File: src/led_slot_regs.svh
// constants of the led slot pulse configuration register bank
// assumes an 8-bit register address and 16-bit register data
`ifndef LED_SLOT_REGS_SVH
`define LED_SLOT_REGS_SVH

// register addresses
`define ADDR_LED_FINE_CURRENT 8'h25
`define ADDR_SLOT_A_LED_CONFIG 8'h30
`define ADDR_SLOT_A_PULSE_COUNT 8'h31
`define ADDR_SLOT_LED_DISABLE 8'h34
`define ADDR_SLOT_B_LED_CONFIG 8'h35
`define ADDR_SLOT_B_PULSE_COUNT 8'h36

// reset values
`define RST_LED_FINE_CURRENT 16'h630C
`define RST_LED_CONFIG 16'h0320
`define RST_PULSE_COUNT 16'h0818
`define RST_SLOT_LED_DISABLE 16'h0000

// field positions
`define SECOND_FINE_MSB 10
`define SECOND_FINE_LSB 6
`define FIRST_FINE_MSB 4
`define FIRST_FINE_LSB 0
`define PULSE_COUNT_MSB 15
`define PULSE_COUNT_LSB 8
`define SLOT_B_OFF_BIT 9
`define SLOT_A_OFF_BIT 8

// current law, fixed point: coarse in 0.1 mA, fine in 0.001, scale in 0.1
`define COARSE_BASE 32'h118
`define COARSE_STEP 32'h9B
`define FINE_BASE 32'h2C6
`define FINE_STEP 32'h18
`define SCALE_LOW 32'h4
`define SCALE_HIGH 32'hA

`endif
File: src/led_slot_pkg.sv
// types shared by the led slot pulse configuration bank
// assumes nothing beyond the register header
package led_slot_pkg;

  // timing core request for one slot
  typedef struct packed {
    logic start;
    logic tick;
  } slot_ctl_s;

  // per-slot pulse drive result
  typedef struct packed {
    logic fire;
    logic driver_active;
  } slot_out_s;

  // analog setting handed to one led driver
  typedef struct packed {
    logic [10:0] fine_mult;
    logic [25:0] peak_target;
  } drive_set_s;

endpackage : led_slot_pkg

File: src/led_slot_pulse_config.sv
// led drive configuration bank for the two measurement time slots, with
// the per-slot pulse counters and pulse suppression it steers
// assumes a serial control core that presents decoded register strobes,
// and a timing core that marks slot starts and pulse ticks
`timescale 1ns/100ps
`include "led_slot_regs.svh"

module led_slot_pulse_config
  import led_slot_pkg::*;
(
  input wire logic sys_clk,
  input wire logic sys_rst,
  input wire logic [7:0] reg_addr,
  input wire logic reg_wr,
  input wire logic [15:0] reg_wdata,
  input wire logic reg_rd,
  output logic [15:0] reg_rdata,
  output logic reg_hit,
  input wire slot_ctl_s slot_a_ctl,
  input wire slot_ctl_s slot_b_ctl,
  output slot_out_s slot_a_out,
  output slot_out_s slot_b_out,
  input wire logic [3:0] first_led_coarse_code,
  input wire logic first_led_scale,
  input wire logic [3:0] second_led_coarse_code,
  input wire logic second_led_scale,
  output drive_set_s first_led_driver,
  output drive_set_s second_led_driver,
  output logic [15:0] slot_a_led_config_out,
  output logic [15:0] slot_b_led_config_out
);

  // fine multiplier in thousandths
  function automatic logic [10:0] fine_mult_calc(input logic [4:0] code);
    logic [31:0] m;
    m = `FINE_BASE + `FINE_STEP * {27'h0, code};
    return m[10:0];
  endfunction : fine_mult_calc

  // peak target in units of 10 nA; 32 bits hold the worst case of about 38e6
  function automatic logic [25:0] peak_calc(input logic [3:0] coarse, input logic [4:0] fine,
                                            input logic scale);
    logic [31:0] c;
    logic [31:0] p;
    c = `COARSE_BASE + `COARSE_STEP * {28'h0, coarse};
    p = c * {21'h0, fine_mult_calc(fine)} * (scale ? `SCALE_HIGH : `SCALE_LOW);
    return p[25:0];
  endfunction : peak_calc

  logic [15:0] led_fine_current;
  logic [15:0] slot_a_led_config;
  logic [15:0] slot_a_pulse_count;
  logic [15:0] slot_led_disable;
  logic [15:0] slot_b_led_config;
  logic [15:0] slot_b_pulse_count;
  logic [7:0] remain_a;
  logic [7:0] remain_b;
  logic fire_a;
  logic fire_b;

  // address decode
  wire sel_fine = reg_addr == `ADDR_LED_FINE_CURRENT;
  wire sel_a_cfg = reg_addr == `ADDR_SLOT_A_LED_CONFIG;
  wire sel_a_cnt = reg_addr == `ADDR_SLOT_A_PULSE_COUNT;
  wire sel_dis = reg_addr == `ADDR_SLOT_LED_DISABLE;
  wire sel_b_cfg = reg_addr == `ADDR_SLOT_B_LED_CONFIG;
  wire sel_b_cnt = reg_addr == `ADDR_SLOT_B_PULSE_COUNT;
  wire addr_hit = sel_fine | sel_a_cfg | sel_a_cnt | sel_dis | sel_b_cfg | sel_b_cnt;

  // read selection; unmapped addresses read as zero
  wire [15:0] next_rdata = sel_fine ? led_fine_current :
                           sel_a_cfg ? slot_a_led_config :
                           sel_a_cnt ? slot_a_pulse_count :
                           sel_dis ? slot_led_disable :
                           sel_b_cfg ? slot_b_led_config :
                           sel_b_cnt ? slot_b_pulse_count : 16'h0000;

  // decoded fields
  wire [4:0] second_led_fine_code = led_fine_current[`SECOND_FINE_MSB:`SECOND_FINE_LSB];
  wire [4:0] first_led_fine_code = led_fine_current[`FIRST_FINE_MSB:`FIRST_FINE_LSB];
  wire [7:0] count_a = slot_a_pulse_count[`PULSE_COUNT_MSB:`PULSE_COUNT_LSB];
  wire [7:0] count_b = slot_b_pulse_count[`PULSE_COUNT_MSB:`PULSE_COUNT_LSB];
  wire slot_a_led_off = slot_led_disable[`SLOT_A_OFF_BIT];
  wire slot_b_led_off = slot_led_disable[`SLOT_B_OFF_BIT];

  // pulse sequencing keeps counting when the led is off, so slot timing is unchanged
  wire step_a = slot_a_ctl.tick && remain_a != 8'h00;
  wire step_b = slot_b_ctl.tick && remain_b != 8'h00;
  wire [7:0] next_remain_a = slot_a_ctl.start ? count_a : step_a ? remain_a - 8'h01 : remain_a;
  wire [7:0] next_remain_b = slot_b_ctl.start ? count_b : step_b ? remain_b - 8'h01 : remain_b;

  // register file; every bit is stored, reserved fields included
  always_ff @(posedge sys_clk)
  begin
    if (sys_rst)
    begin
      led_fine_current <= `RST_LED_FINE_CURRENT;
      slot_a_led_config <= `RST_LED_CONFIG;
      slot_a_pulse_count <= `RST_PULSE_COUNT;
      slot_led_disable <= `RST_SLOT_LED_DISABLE;
      slot_b_led_config <= `RST_LED_CONFIG;
      slot_b_pulse_count <= `RST_PULSE_COUNT;
    end
    else if (reg_wr)
    begin
      if (sel_fine) led_fine_current <= reg_wdata;
      if (sel_a_cfg) slot_a_led_config <= reg_wdata;
      if (sel_a_cnt) slot_a_pulse_count <= reg_wdata;
      if (sel_dis) slot_led_disable <= reg_wdata;
      if (sel_b_cfg) slot_b_led_config <= reg_wdata;
      if (sel_b_cnt) slot_b_pulse_count <= reg_wdata;
    end
  end

  // read data answers one cycle after the read strobe
  always_ff @(posedge sys_clk)
  begin
    if (sys_rst)
    begin
      reg_rdata <= 16'h0000;
      reg_hit <= 1'b0;
    end
    else if (reg_rd)
    begin
      reg_rdata <= next_rdata;
      reg_hit <= addr_hit;
    end
  end

  // pulse counters and current pulse gating
  always_ff @(posedge sys_clk)
  begin
    if (sys_rst)
    begin
      remain_a <= 8'h00;
      remain_b <= 8'h00;
      fire_a <= 1'b0;
      fire_b <= 1'b0;
    end
    else
    begin
      remain_a <= next_remain_a;
      remain_b <= next_remain_b;
      fire_a <= step_a && !slot_a_led_off;
      fire_b <= step_b && !slot_b_led_off;
    end
  end

  // drivers stay active for the whole burst whatever the disable bits say
  // each output struct has a single driver, so no member is written from two places
  assign slot_a_out = '{fire: fire_a, driver_active: remain_a != 8'h00};
  assign slot_b_out = '{fire: fire_b, driver_active: remain_b != 8'h00};

  // analog settings registered so the driver sees one clean update
  always_ff @(posedge sys_clk)
  begin
    if (sys_rst)
    begin
      first_led_driver <= '0;
      second_led_driver <= '0;
      slot_a_led_config_out <= `RST_LED_CONFIG;
      slot_b_led_config_out <= `RST_LED_CONFIG;
    end
    else
    begin
      first_led_driver.fine_mult <= fine_mult_calc(first_led_fine_code);
      second_led_driver.fine_mult <= fine_mult_calc(second_led_fine_code);
      first_led_driver.peak_target <= peak_calc(first_led_coarse_code, first_led_fine_code,
                                                first_led_scale);
      second_led_driver.peak_target <= peak_calc(second_led_coarse_code, second_led_fine_code,
                                                 second_led_scale);
      slot_a_led_config_out <= slot_a_led_config;
      slot_b_led_config_out <= slot_b_led_config;
    end
  end

  // checks

  property p_fine_reset;
    @(posedge sys_clk) $past(sys_rst) |-> led_fine_current == 16'h630C;
  endproperty
  a_fine_reset: assert property (p_fine_reset) else $error("fine current reset wrong");

  property p_second_fine_law;
    @(posedge sys_clk) disable iff (sys_rst)
      (reg_wr && sel_fine) ##1 !(reg_wr && sel_fine) |=>
      second_led_driver.fine_mult == 11'd710 + 11'd24 * {6'h0, $past(reg_wdata[10:6], 2)};
  endproperty
  a_second_fine_law: assert property (p_second_fine_law) else $error("second fine wrong");

  property p_first_fine_law;
    @(posedge sys_clk) disable iff (sys_rst)
      (reg_wr && sel_fine) ##1 !(reg_wr && sel_fine) |=>
      first_led_driver.fine_mult == 11'd710 + 11'd24 * {6'h0, $past(reg_wdata[4:0], 2)};
  endproperty
  a_first_fine_law: assert property (p_first_fine_law) else $error("first fine wrong");

  property p_config_reset;
    @(posedge sys_clk) $past(sys_rst) |->
      slot_a_led_config == 16'h0320 && slot_b_led_config == 16'h0320;
  endproperty
  a_config_reset: assert property (p_config_reset) else $error("config reset wrong");

  property p_count_reset;
    @(posedge sys_clk) $past(sys_rst) |->
      slot_a_pulse_count == 16'h0818 && slot_b_pulse_count == 16'h0818
      && slot_led_disable == 16'h0000;
  endproperty
  a_count_reset: assert property (p_count_reset) else $error("count reset wrong");

  property p_burst_load;
    @(posedge sys_clk) disable iff (sys_rst)
      slot_a_ctl.start && !(reg_wr && sel_a_cnt) |=> remain_a == $past(count_a);
  endproperty
  a_burst_load: assert property (p_burst_load) else $error("burst count not loaded");

  property p_b_fire_cause;
    @(posedge sys_clk) disable iff (sys_rst)
      slot_b_out.fire |-> $past(slot_b_ctl.tick) && $past(remain_b) != 8'h00;
  endproperty
  a_b_fire_cause: assert property (p_b_fire_cause) else $error("slot b stray pulse");

  property p_b_off;
    @(posedge sys_clk) disable iff (sys_rst) slot_b_led_off |=> !slot_b_out.fire;
  endproperty
  a_b_off: assert property (p_b_off) else $error("slot b pulsed while off");

  property p_a_off;
    @(posedge sys_clk) disable iff (sys_rst) slot_a_led_off |=> !slot_a_out.fire;
  endproperty
  a_a_off: assert property (p_a_off) else $error("slot a pulsed while off");

  property p_off_keeps_stepping;
    @(posedge sys_clk) disable iff (sys_rst)
      slot_a_led_off && step_a && !slot_a_ctl.start |=>
      remain_a == $past(remain_a) - 8'h01 && (remain_a == 8'h00 || slot_a_out.driver_active);
  endproperty
  a_off_keeps_stepping: assert property (p_off_keeps_stepping)
    else $error("disabled slot stopped sequencing");

  property p_peak;
    @(posedge sys_clk) disable iff (sys_rst)
      $stable(second_led_coarse_code) && $stable(second_led_scale)
      && $stable(led_fine_current) |=>
      second_led_driver.peak_target ==
      26'((32'h118 + 32'h9B * $past(second_led_coarse_code))
          * (32'h2C6 + 32'h18 * $past(second_led_fine_code))
          * ($past(second_led_scale) ? 32'hA : 32'h4));
  endproperty
  a_peak: assert property (p_peak) else $error("peak target wrong");

  property p_readback;
    @(posedge sys_clk) disable iff (sys_rst)
      reg_wr && sel_dis ##1 (reg_rd && !reg_wr && sel_dis) |=>
      reg_rdata == $past(reg_wdata, 2) && reg_hit;
  endproperty
  a_readback: assert property (p_readback) else $error("readback mismatch");

  c_full_burst_a: cover property (@(posedge sys_clk) disable iff (sys_rst)
    slot_a_ctl.start ##1 slot_a_out.driver_active [*6] ##1 !slot_a_out.driver_active);
  c_dark_level: cover property (@(posedge sys_clk) disable iff (sys_rst)
    slot_a_led_off && slot_b_led_off && step_a ##4 step_b);
  c_unmapped_read: cover property (@(posedge sys_clk) disable iff (sys_rst)
    reg_rd && !addr_hit);
  c_b_pulse: cover property (@(posedge sys_clk) disable iff (sys_rst) slot_b_out.fire);

endmodule : led_slot_pulse_config

File: config.mk
export PLATFORM = sky130hd
export DESIGN_NAME = led_slot_pulse_config
export DESIGN_NICKNAME = d
export VERILOG_FILES = /design/src/led_slot_pkg.sv /design/src/led_slot_pulse_config.sv
export VERILOG_INCLUDE_DIRS = /design/src /design/src/src
export SDC_FILE = /design/constraint.sdc
export NUM_CORES = 1
export LEC_CHECK = 0
export BUFFER_PORTS_ARGS = -buffer_cell sky130_fd_sc_hd__buf_2
export CAP_MARGIN = 20
export CORE_MARGIN = 1.5
export CORE_UTILIZATION = 56
export CTS_CLUSTER_SIZE = 16
export DETAILED_ROUTE_END_ITERATION = 10
export PLACE_DENSITY = 0.78
export SLEW_MARGIN = 20
export SYNTH_ARGS = -nofsm -noshare
export SYNTH_HDL_FRONTEND = slang
export SYNTH_SLANG_ARGS = --single-unit
export TNS_END_PERCENT = 20
File: constraint.sdc
create_clock -name sys_clk -period 9.9 [get_ports sys_clk]
set_input_delay 0.495 -clock sys_clk [delete_from_list [all_inputs] [get_ports sys_clk]]
set_output_delay 0.495 -clock sys_clk [all_outputs]
set_load 0.05 [all_outputs]
=== Word level (Yosys, flattened, before mapping) ===
Cells that the tools add are included.

* Register bits after elaboration: 237
* Input bits: 42
* Output and inout bits: 127
* Word-level logic and storage cells: 71

* Add/subtract/negate cells: 6
* Multipliers: 8
* Equal/unequal tests: 6
* Multiplexer cells: 12
* Bitwise gates (word level): 5
* Reductions and logical operators: 16

{| class="wikitable"
|+ Operator list
! cell !! number
|-
| 16-bit two-way mux || 6
|-
| 24-bit by 4-bit multiplier with 26-bit output || 2
|-
| 8-bit by 6-bit equality test with 1-bit output, second input constant || 6
|-
| 13-bit by 11-bit multiplier with 24-bit output || 2
|-
| 8-bit two-way mux || 4
|-
| 9-bit by 12-bit adder with 13-bit output, first input constant || 2
|-
| 8-bit by 4-bit multiplier with 12-bit output, first input constant || 2
|-
| 10-bit by 10-bit adder with 11-bit output, first input constant || 2
|-
| 8-bit nonzero test || 2
|-
| 8-bit by 1-bit subtractor with 8-bit output, second input constant || 2
|-
| 2-bit by 5-bit multiplier with 7-bit output, first input constant || 2
|-
| 2-bit AND reduction || 6
|-
| 4-bit two-way mux || 2
|-
| 1-bit OR || 5
|-
| 1-bit logical AND || 4
|-
| 2-bit nonzero test || 2
|-
| 1-bit zero test || 2
|}

=== Depth between registers and ports, before layout ===
Gate-level depths: netlist of the first run.

* Word-level depth: 7
* Depth in mapped cells: 44
* Mapped depth without buffers: 43

=== Worst setup path after synthesis of the first run ===
OpenSTA, ideal clock, no wires.

* Path type: input port to flip-flop
* From: input second_led_coarse_code[2]
* To: register second_led_driver[25] in the netlist's numbering
* Library setup time: 128 ps
* Arrival: 9550 ps
* Setup slack: 222 ps
* Stages on the path: 41
* Path buffers: 0
* Path through: inv_1 -> ha_1 -> ha_1 -> ha_1 -> ha_1 -> fa_1 -> a21oi_1 -> nor2_1 -> nor2_1 -> o21bai_1 -> a21oi_1 -> o21bai_1 -> a21oi_1 -> inv_1 -> fa_1 -> fa_1 -> fa_1 -> fa_1 -> [5 not listed] -> o21ai_0 -> a21oi_1 -> o21bai_1 -> a21oi_1 -> xor2_1 -> nor2_1 -> ha_1 -> ha_1 -> ha_1 -> a21o_1 -> a21oi_2 -> o211ai_1 -> o311ai_1 -> a21boi_1 -> o41ai_1 -> xnor2_1 -> xnor2_1 -> nor2_1

* Word-level cells in the longest chain between the ends: 4

{| class="wikitable"
|+ Ends and longest elaborated chain
! item !! RTL line !! RTL
|-
| from (decl) || led_slot_pulse_config.sv:25 || <nowiki>input wire logic [3:0] second_led_coarse_code,</nowiki>
|-
| 8-bit by 4-bit multiplier with 12-bit output (no line) || - ||
|-
| 9-bit by 12-bit adder with 13-bit output (no line) || - ||
|-
| 13-bit by 11-bit multiplier with 24-bit output || led_slot_pulse_config.sv:46 || <nowiki>p = c * {21'h0, fine_mult_calc(fine)} * (scale ? `SCALE_HIGH : `SCALE_LOW);</nowiki>
|-
| 24-bit by 4-bit multiplier with 26-bit output || led_slot_pulse_config.sv:46 ||
|-
| to (decl) || led_slot_pulse_config.sv:28 || <nowiki>output drive_set_s second_led_driver,</nowiki>
|}

Every way passes these cells.
A chain may end at the register's enable or synchronous reset.

=== Worst setup path in the final report of the first run ===
Same ends and word-level chain as after synthesis.

==> results of run 1 <==
==> synth_stat cells (3+ instances only) <==
| master | instances | share of area (%) |
|---|---|---|
| ha_1 | 321 | 19 |
| nand2_1 | 294 | 5.2 |
| inv_1 | 248 | 4.4 |
| dfxtp_1 | 228 | 21 |
| nor2_1 | 220 | 3.9 |
| fa_1 | 175 | 16 |
| a21oi_1 | 169 | 4.0 |
| clkbuf_1 | 104 | 1.8 |
| and2_1 | 92 | 2.7 |
| xnor2_1 | 66 | 2.7 |
| nor2b_1 | 62 | 1.8 |
| a21o_1 | 52 | 1.8 |
| o21ai_0 | 47 | 1.1 |
| xor2_1 | 38 | 1.6 |
| a22oi_1 | 34 | 1.2 |
| mux2i_1 | 26 | 1.2 |
| nor3_1 | 25 | 0.59 |
| nand3_1 | 23 | 0.54 |
| o21bai_1 | 22 | 0.78 |
| nand2b_1 | 21 | 0.62 |
| o21a_1 | 18 | 0.64 |
| a311oi_1 | 16 | 0.66 |
| or2_2 | 13 | 0.38 |
| buf_4 | 11 | 0.39 |
| buf_2 | 10 | 0.24 |
| or3_1 | 10 | 0.29 |
| nand4_1 | 8 | 0.24 |
| o211ai_1 | 8 | 0.28 |
| a31oi_1 | 6 | 0.18 |
| and3_1 | 6 | 0.18 |
| buf_1 | 6 | 0.11 |
| a211oi_1 | 5 | 0.18 |
| nor3_2 | 5 | 0.24 |
| nor4_1 | 5 | 0.15 |
| a211o_1 | 4 | 0.16 |
| mux2_2 | 4 | 0.21 |
| o31a_1 | 3 | 0.12 |
| o41ai_1 | 3 | 0.12 |
==> sequential cells by signal, indices dropped and copies added, names as in the netlist <==
signal	cells
fire_a	1
fire_b	1
first_led_driver	33
slot_led_disable	16
slot_b_led_config_out	16
slot_a_pulse_count	16
reg_hit	1
slot_a_led_config_out	16
slot_b_led_config	16
led_fine_current	16
reg_rdata	16
slot_a_led_config	16
second_led_driver	32
remain_b	8
remain_a	8
slot_b_pulse_count	16
==> final timing paths <==
check	to	slack [ns]	cells after the start
max	second_led_driver[25]	0.39	42
min reg2reg	led_fine_current[5]	0.45	2
max reg2reg	second_led_driver[25]	0.49	36
min	slot_b_pulse_count[5]	0.24	3
==> repair_timing <==
item                                    4_1_cts  5_1_grt
buffers inserted                              0        1
gates resized for setup                       0       34
endpoints found under the setup margin        0        8
==> metal layers <==
metal / vias to the layer above / global-route usage [%]
met4: 0 / 6.93
met3: 71 / 3.93
met5: - / 0
met2: 518 / 44.1
li1: 8359 / -
met1: 8301 / 35.6
==> worst reg2reg max path, delay by kind of cell (launching register included) <==
family / cells / cell delay [ns]
AND/OR/NAND/NOR: 4 / 0.73
buffers and inverters: 5 / 0.55
flip-flops: 1 / 0.41
XOR/XNOR: 5 / 0.95
adder cells (fa/ha/maj): 12 / 4.78
AO/OA/AOI/OAI: 10 / 1.84
==> metrics by stage <==
stage | cells | TNS, ns | cell area [um^2] | worst slack [ns] | util (%)
after global routing | 3138 | -0.110 | 23900 | -0.110 | 63.7
after global placement | 3090 | -0.0547 | 22800 | -0.0547 | 60.8
after floorplan | 2464 | 0 | 21300 | 0.222 | -
after CTS | 3137 | 0 | 23700 | 0.212 | 63.2
after detailed placement | 3092 | -0.469 | 22800 | -0.283 | 60.9
final | 3138 | 0 | 23900 | 0.387 | 63.7
==> placed cells by master (no fill, tap or decap), drive strengths merged, types with 26 or more instances in the layout <==
master / synthesis / final
xnor2: 67 / 67
nor3: 30 / 30
and2: 95 / 95
clkbuf: 104 / 32
xor2: 38 / 38
fa: 175 / 175
a21oi: 171 / 171
ha: 321 / 321
o21ai: 49 / 49
a22oi: 34 / 34
mux2i: 26 / 26
dfxtp: 228 / 228
nand2: 294 / 294
nor2b: 62 / 62
inv: 248 / 251
nor2: 221 / 221
a21o: 52 / 52
buf: 27 / 249
==> cell type report <==
cell class / count / area (um^2) / share of cell area (%)
multi-input cells: 1857 / 15400 / 64.5
flip-flops and latches: 228 / 4570 / 19.1
repair buffers: 249 / 1470 / 6.17
inverters: 248 / 931 / 3.90
clock buffers: 32 / 702 / 2.94
well taps: 511 / 639 / 2.68
clock inverters: 13 / 170 / 0.712
==> logic make-up (layout without fill, tap and decap cells) <==
kind of cell	after synthesis	after routing	synth area share [%]
buffers and inverters	379	542	6.95
AOI/OAI and AO/OA	419	419	12.8
muxes	32	32	1.56
adders and majority gates	496	496	35.4
DFF	228	228	21.5
xor gates and xnor gates	105	105	4.36
and+or+nand+nor	797	797	17.4
other	1	8	0.0177
==> metrics, run 1 <==
run status=completed; Critical Path Max Stage Delay=~0.56 ns; ys async rst share=0%; top-level I/O count=169; metal2 WL=between 20 and 25 mm; Longest Clk Path Bufs=3; Initial Util=56.7%; CTS Hold Bufs=0; r2r startpoint=led_fine_current[7]; Min Clock Period, post-route=9.51 ns; largest net degree at the start of global routing=97; first-pass GRT wire length=~85 mm; vias in the first global route=17,500; layout cell share with drive strength beyond 1=between 10% and 20%; PortBufs=162; Pre-antenna DRT Iters=6; CTS Buf Count=25; ant diodes=0; total wire length=50.6 mm; initial drt markers=972; Sink Count=228; fill count=3,209; routed via count=roughly 17,000; Nets=approximately 3,100; gpl congestion=0.968; critical path arrival=~9.9 ns; DP HPWL=39.8 mm; Top FF cell, synth=dfxtp_1; DIE HEIGHT=around 200 um; M1 wire length=22.5 mm; die area=0.0391 mm^2; Tcrit/Tclk final=96.1%; MaxCap Viol Count=0; RSZ-0062 raised after global routing=yes; most used cell, CP=ha_1; Core Area=0.0375 mm^2; Syn Inst Count=roughly 2,500; Worst setup EP type=register; Post-synth EDFFs=0; endpoints failing setup=0; synthesized cell area=0.0212 mm^2; critical path type=input port to register; DR vias/cell=about 5.5; hold_sp=reg_wdata[5]; post-route ant nets=0; final slew viol count=0; Required @ worst endpoint=10.31 ns; CTS tree=done; crit path launch type=input port; initial antenna violation count=0; Peak Freq=about 110 MHz; DR WL met3=3.30 mm; Fin Clk Skew=between 0.01 and 0.015 ns; Root Buffer=clkbuf_16; clk slew on worst S/H paths=about 0.07 ns; All-Layer GR Usage=26.3%; Hold Slack=0.242 ns; Buf/Inv on CP=5; drt drc=0; clk_lat worst skew=0.56 ns; Die X=about 200 um; worst slew pin tran=around 1 ns; row cnt=71; global route total overflow=0; post-synthesis cell type count=78; crit path from=second_led_coarse_code[2]; Seq/Total Area, Yosys=21.5%; Yosys reg bits=around 230; H-tree level count=1; Avg Synthesized Cell Area=8.64 um^2; average wire per standard cell=16.1 um; CP max FO=5; uppermost layer routed=met4; Slew Limit Headroom=31.2%; Area Growth Syn to Fin=12.5%; Hold Crit Class=input port to register; Synth warnings=0; cell family with most CP delay=adder cells; Slowest-stage cell, CP=fa_1; Hold Vio Cnt, Final=0
Power of run 1 is left out: the tool's default activity adds up to more than one toggle a clock period on the data nets, which glitch-free logic cannot reach.
==> inputs of run 2 (changes only) <==
==> constraint.sdc (replaced) <==
create_clock -name sys_clk -period 8.4 [get_ports sys_clk]
set_input_delay 0.42 -clock sys_clk [delete_from_list [all_inputs] [get_ports sys_clk]]
set_output_delay 0.42 -clock sys_clk [all_outputs]
set_load 0.05 [all_outputs]
==> run 2 against run 1 <==
Effect of this change:
- the flow now finishes with violations (setup timing)
- hold slack worse by 0.093 ns
- clock skew is 0.0014 ns lower
- critical path depth is 1 higher
- first-iteration DRC count is 8.7% higher
- global-route usage is 2.1 points higher
- flip-flop and latch count stayed put
- via count is 6.3% higher
- utilization is 7.6 points higher
- critical endpoint unchanged
==> metrics, run 2 (same netlist as run 1, synthesis figures left out) <==
run status=complete, but fails checks; failing checks=setup timing; Nets=3,396; Tcrit/Tclk final=106%; fin cells=between 3,000 and 4,000; Die X=between 150 and 200 um; Initial Util=56.7%; Sink Count=228; Hold Crit Class=input port to register; Slowest-stage cell, CP=fa_2; post-route ant nets=0; gpl congestion=0.940; CTS tree=done; critical path arrival=9.35 ns; layout cell share with drive strength beyond 1=about a quarter; CTS Hold Bufs=0; All-Layer GR Usage=28.5%; Longest Clk Path Bufs=3; average wire per standard cell=16.6 um; Worst setup EP type=register; Area Growth Syn to Fin=25.9%; Final WS setup=-0.541 ns; Peak Freq=112 MHz; CP max FO=5; PortBufs=162; drt drc=0; register name with the most flops=first_led_driver; H-tree level count=1; DIE HEIGHT=approximately 200 um; endpoints failing setup=12; row cnt=71; RSZ-0062 raised after global routing=yes; most common cell after layout, fill and taps aside=buf_4; largest net degree at the start of global routing=113; critical path type=input port to register; clk slew on worst S/H paths=0.06 ns; Fin Clk Skew=0.0128 ns; max reg flops=33; initial drt markers=1,057; DP HPWL=42.5 mm; Hold Vio Cnt, Final=0; Required @ worst endpoint=between 8 and 9 ns; top-level I/O count=169; vias in the first global route=18,400; clk_lat worst skew=0.57 ns; Pre-antenna DRT Iters=6; Root Buffer=clkbuf_16; Top Registers=first_led_driver (33), second_led_driver (32); die area=0.0391 mm^2; DR vias/cell=5.42; most frequent cells in the layout=buf_4 (325), nand2_1 (287), ha_1 (272); Critical Path Max Stage Delay=just over 0.6 ns; Min Clock Period, post-route=8.94 ns; initial antenna violation count=0; Core Area=0.0375 mm^2; CTS Buf Count=25; total wire length=56.0 mm; final slew viol count=0; total placed cells including tap cells=3,303; crit path launch type=input port; first-pass GRT wire length=between 90 and 100 mm; global route total overflow=0; MaxCap Viol Count=0; worst slew pin tran=a little over 1 ns; Slew Limit Headroom=32.1%; routed via count=18,300
run 2: final cells by class:
type                       instances  area, um^2
clock inverter                    11         140
fill                            2802       10700
timing repair buffer             498        3420
clock buffer                      31         668
sequential                       228        4570
multi-input combinational       1857       16400
antenna                            1        2.50
inverter                         248         951
tap                              511         639
run 2: worst paths after layout:
check                                 start               endpoint  slack (ns)  cells past startpoint
setup / recovery  second_led_coarse_code[2]  second_led_driver[25]       -0.54                     43
hold / removal                 reg_wdata[5]  slot_a_pulse_count[5]        0.15                      3
setup reg to reg        led_fine_current[7]  second_led_driver[25]       -0.44                     38
hold reg to reg         slot_led_disable[3]    slot_led_disable[3]        0.45                      2
run 2: timing repair:
| item | CTS | global route |
|---|---|---|
| hold endpoints to repair | 0 | 0 |
| buffers inserted | 29 | 11 |
| pin swaps | 121 | 60 |
| endpoints found under the setup margin | 20 | 23 |
| resized for setup | 107 | 79 |
run 2: worst max-delay path: cells and delay by family:
kind / cells / cell delay (ns)
adder cells (fa/ha/maj): 13 / 4.90
buffers and inverters: 7 / 0.51
XOR/XNOR: 4 / 0.70
AND/OR/NAND/NOR: 4 / 0.43
AO/OA/AOI/OAI: 15 / 2.42
run 2: per-stage QoR:
| step | area [um^2] | setup WS [ns] | utilization [%] | setup TNS, ns | hold WS (ns) |
|---|---|---|---|---|---|
| floorplan | 21500 | -0.632 | - | -4.54 | 0.423 |
| global placement | 24700 | -1.11 | 65.8 | -17.22 | 0.438 |
| detailed placement | 24700 | -1.30 | 65.8 | -20.75 | 0.446 |
| CTS | 26300 | -0.355 | 70.1 | -1.90 | 0.135 |
| global route | 26700 | -0.941 | 71.3 | -9.23 | 0.146 |
| finish | 26700 | -0.541 | 71.4 | -2.66 | 0.149 |
run 2: per-layer routing:
layer,routed length [um],vias to the layer above,GRT usage [%],share of wire [%]
met2,26900,586,48.1,48
li1,-,8852,-,-
met3,3380,73,3.93,6.0
met4,1120,0,6.62,2.0
met1,24600,8830,38.7,44
met5,0,-,0,0
Power of run 2 is left out for the same reason.
==> inputs of run 3 (changes only) <==
--- a/config.mk
+++ b/config.mk
@@ -8,6 +8,7 @@
 export LEC_CHECK = 0
 export BUFFER_PORTS_ARGS = -buffer_cell sky130_fd_sc_hd__buf_2
 export CAP_MARGIN = 20
+export CORE_ASPECT_RATIO = 2
 export CORE_MARGIN = 1.5
 export CORE_UTILIZATION = 56
 export CTS_CLUSTER_SIZE = 16
==> run 3 against run 2 <==
Effect of this change:
- the run still ends with setup timing left
- wire length up 10%
- register-to-register slack got worse by 0.13 ns
- hold slack improved by 0.016 ns
- sequential share of layout area about the same
- clock skew rose by 0.0074 ns
- maximum frequency decreased by 1.0%
- global-route usage rose by 3.2 points
- critical path depth stayed put
- flip-flop and latch count unchanged
- via count increased by 2.9%
- die area increased by 0.18%
- critical endpoint unchanged
==> metrics, run 3 (same netlist as run 1, synthesis figures left out) <==
Core Area=0.0373 mm^2; metal2 WL=33.2 mm; Final WS setup=-0.634 ns; Fin Clk Skew=0.0202 ns; fin cells=3,354; Initial Util=between 50% and 60%; RSZ-0062 raised after global routing=yes; endpoints failing setup=17; crit path launch type=input port; average wire per standard cell=18.4 um; Hold Vio Cnt, Final=0; register name with the most flops=first_led_driver; initial antenna violation count=4; Buf/Inv on CP=6; most frequent cells in the layout=buf_4 (356), nand2_1 (292), ha_1 (267); CTS Buf Count=22; MaxCap Viol Count=0; Slowest-stage cell, CP=fa_2; Root Buffer=clkbuf_16; Peak Freq=111 MHz; Critical Path Max Stage Delay=0.63 ns; DR vias/cell=5.63; total placed cells including tap cells=3,285; Pre-antenna DRT Iters=5; cell family with most CP delay=adder cells; initial drt markers=747; row cnt=100; Min Clock Period, post-route=9.03 ns; CP max FO=4; Slew Limit Headroom=27.9%; Area Growth Syn to Fin=26.2%; Hold Crit Class=input port to register; CTS Hold Bufs=0; Worst setup EP type=register; uppermost layer routed=met5; DIE HEIGHT=about 280 um; Tcrit/Tclk final=108%; critical path arrival=roughly 9.4 ns; run status=complete, but fails checks; most common cell after layout, fill and taps aside=buf_4; Required @ worst endpoint=8.79 ns; All-Layer GR Usage=31.7%; clk slew on worst S/H paths=0.07 ns; Nets=3,418; die area=between 0.03 and 0.04 mm^2; total wire length=61.7 mm; Die X=141 um; CTS tree=done; Top Registers=first_led_driver (33), second_led_driver (32); max reg flops=33; top-level I/O count=around 170; PortBufs=162; final slew viol count=0; DP HPWL=between 40 and 50 mm; worst slew pin tran=~1.1 ns; M1 wire length=20.7 mm; clk_lat worst skew=0.56 ns; critical path type=input port to register; Longest Clk Path Bufs=3; post-route ant nets=0; gpl congestion=0.978; routed via count=approximately 19,000; Sink Count=228; Place WS=-1.35 ns; largest net degree at the start of global routing=~120; vias in the first global route=20,600; H-tree level count=1; global route total overflow=0; first-pass GRT wire length=around 100 mm; DR WL met3=2.74 mm; drt drc=0; failing checks=setup timing; layout cell share with drive strength beyond 1=26.5%
## run 3: layer usage
| metal | GRT usage (%) | vias up |
|---|---|---|
| met5 | 0 | - |
| met4 | 22.5 | 2 |
| met3 | 4.94 | 305 |
| li1 | - | 8902 |
| met2 | 59.9 | 674 |
| met1 | 30.8 | 8986 |
## run 3: worst paths after layout
check | startpoint | end | slack (ns) | cells past startpoint
max | second_led_coarse_code[3] | second_led_driver[25] | -0.63 | 43
min | reg_wdata[14] | slot_a_pulse_count[14] | 0.17 | 3
max reg2reg | led_fine_current[7] | second_led_driver[25] | -0.57 | 37
min reg2reg | slot_led_disable[3] | slot_led_disable[3] | 0.45 | 2
## run 3: tightest hold or removal path: stages
cell	delay [ns]
buf_2	0.14
nand2_1	0.06
a21oi_1	0.05
## run 3: what timing repair did
item                       4_1_cts  5_1_grt
pin swaps                       95       66
resized for setup              101       65
buffers inserted                21        9
setup endpoints to repair       22       22
## run 3: per-stage QoR
step,hold slack [ns],area [um^2],utilization [%],setup TNS (ns)
after detailed placement,0.446,24900,66.8,-23.23
after CTS,0.154,26300,70.6,-3.47
after floorplan,0.423,21500,-,-4.54
final,0.165,26800,71.9,-4.54
after global placement,0.438,24900,66.7,-18.63
after global routing,0.169,26800,71.9,-11.85
## run 3: area by class of cell
| type | count | area [um^2] |
|---|---|---|
| fillers | 2650 | 10500 |
| clock inverters | 13 | 174 |
| well taps | 459 | 574 |
| inverters | 248 | 956 |
| clock buffers | 25 | 582 |
| flip-flops and latches | 228 | 4570 |
| repair buffers | 523 | 3620 |
| multi-input cells | 1857 | 16300 |
| diodes | 1 | 2.50 |
Power of run 3 is left out for the same reason.
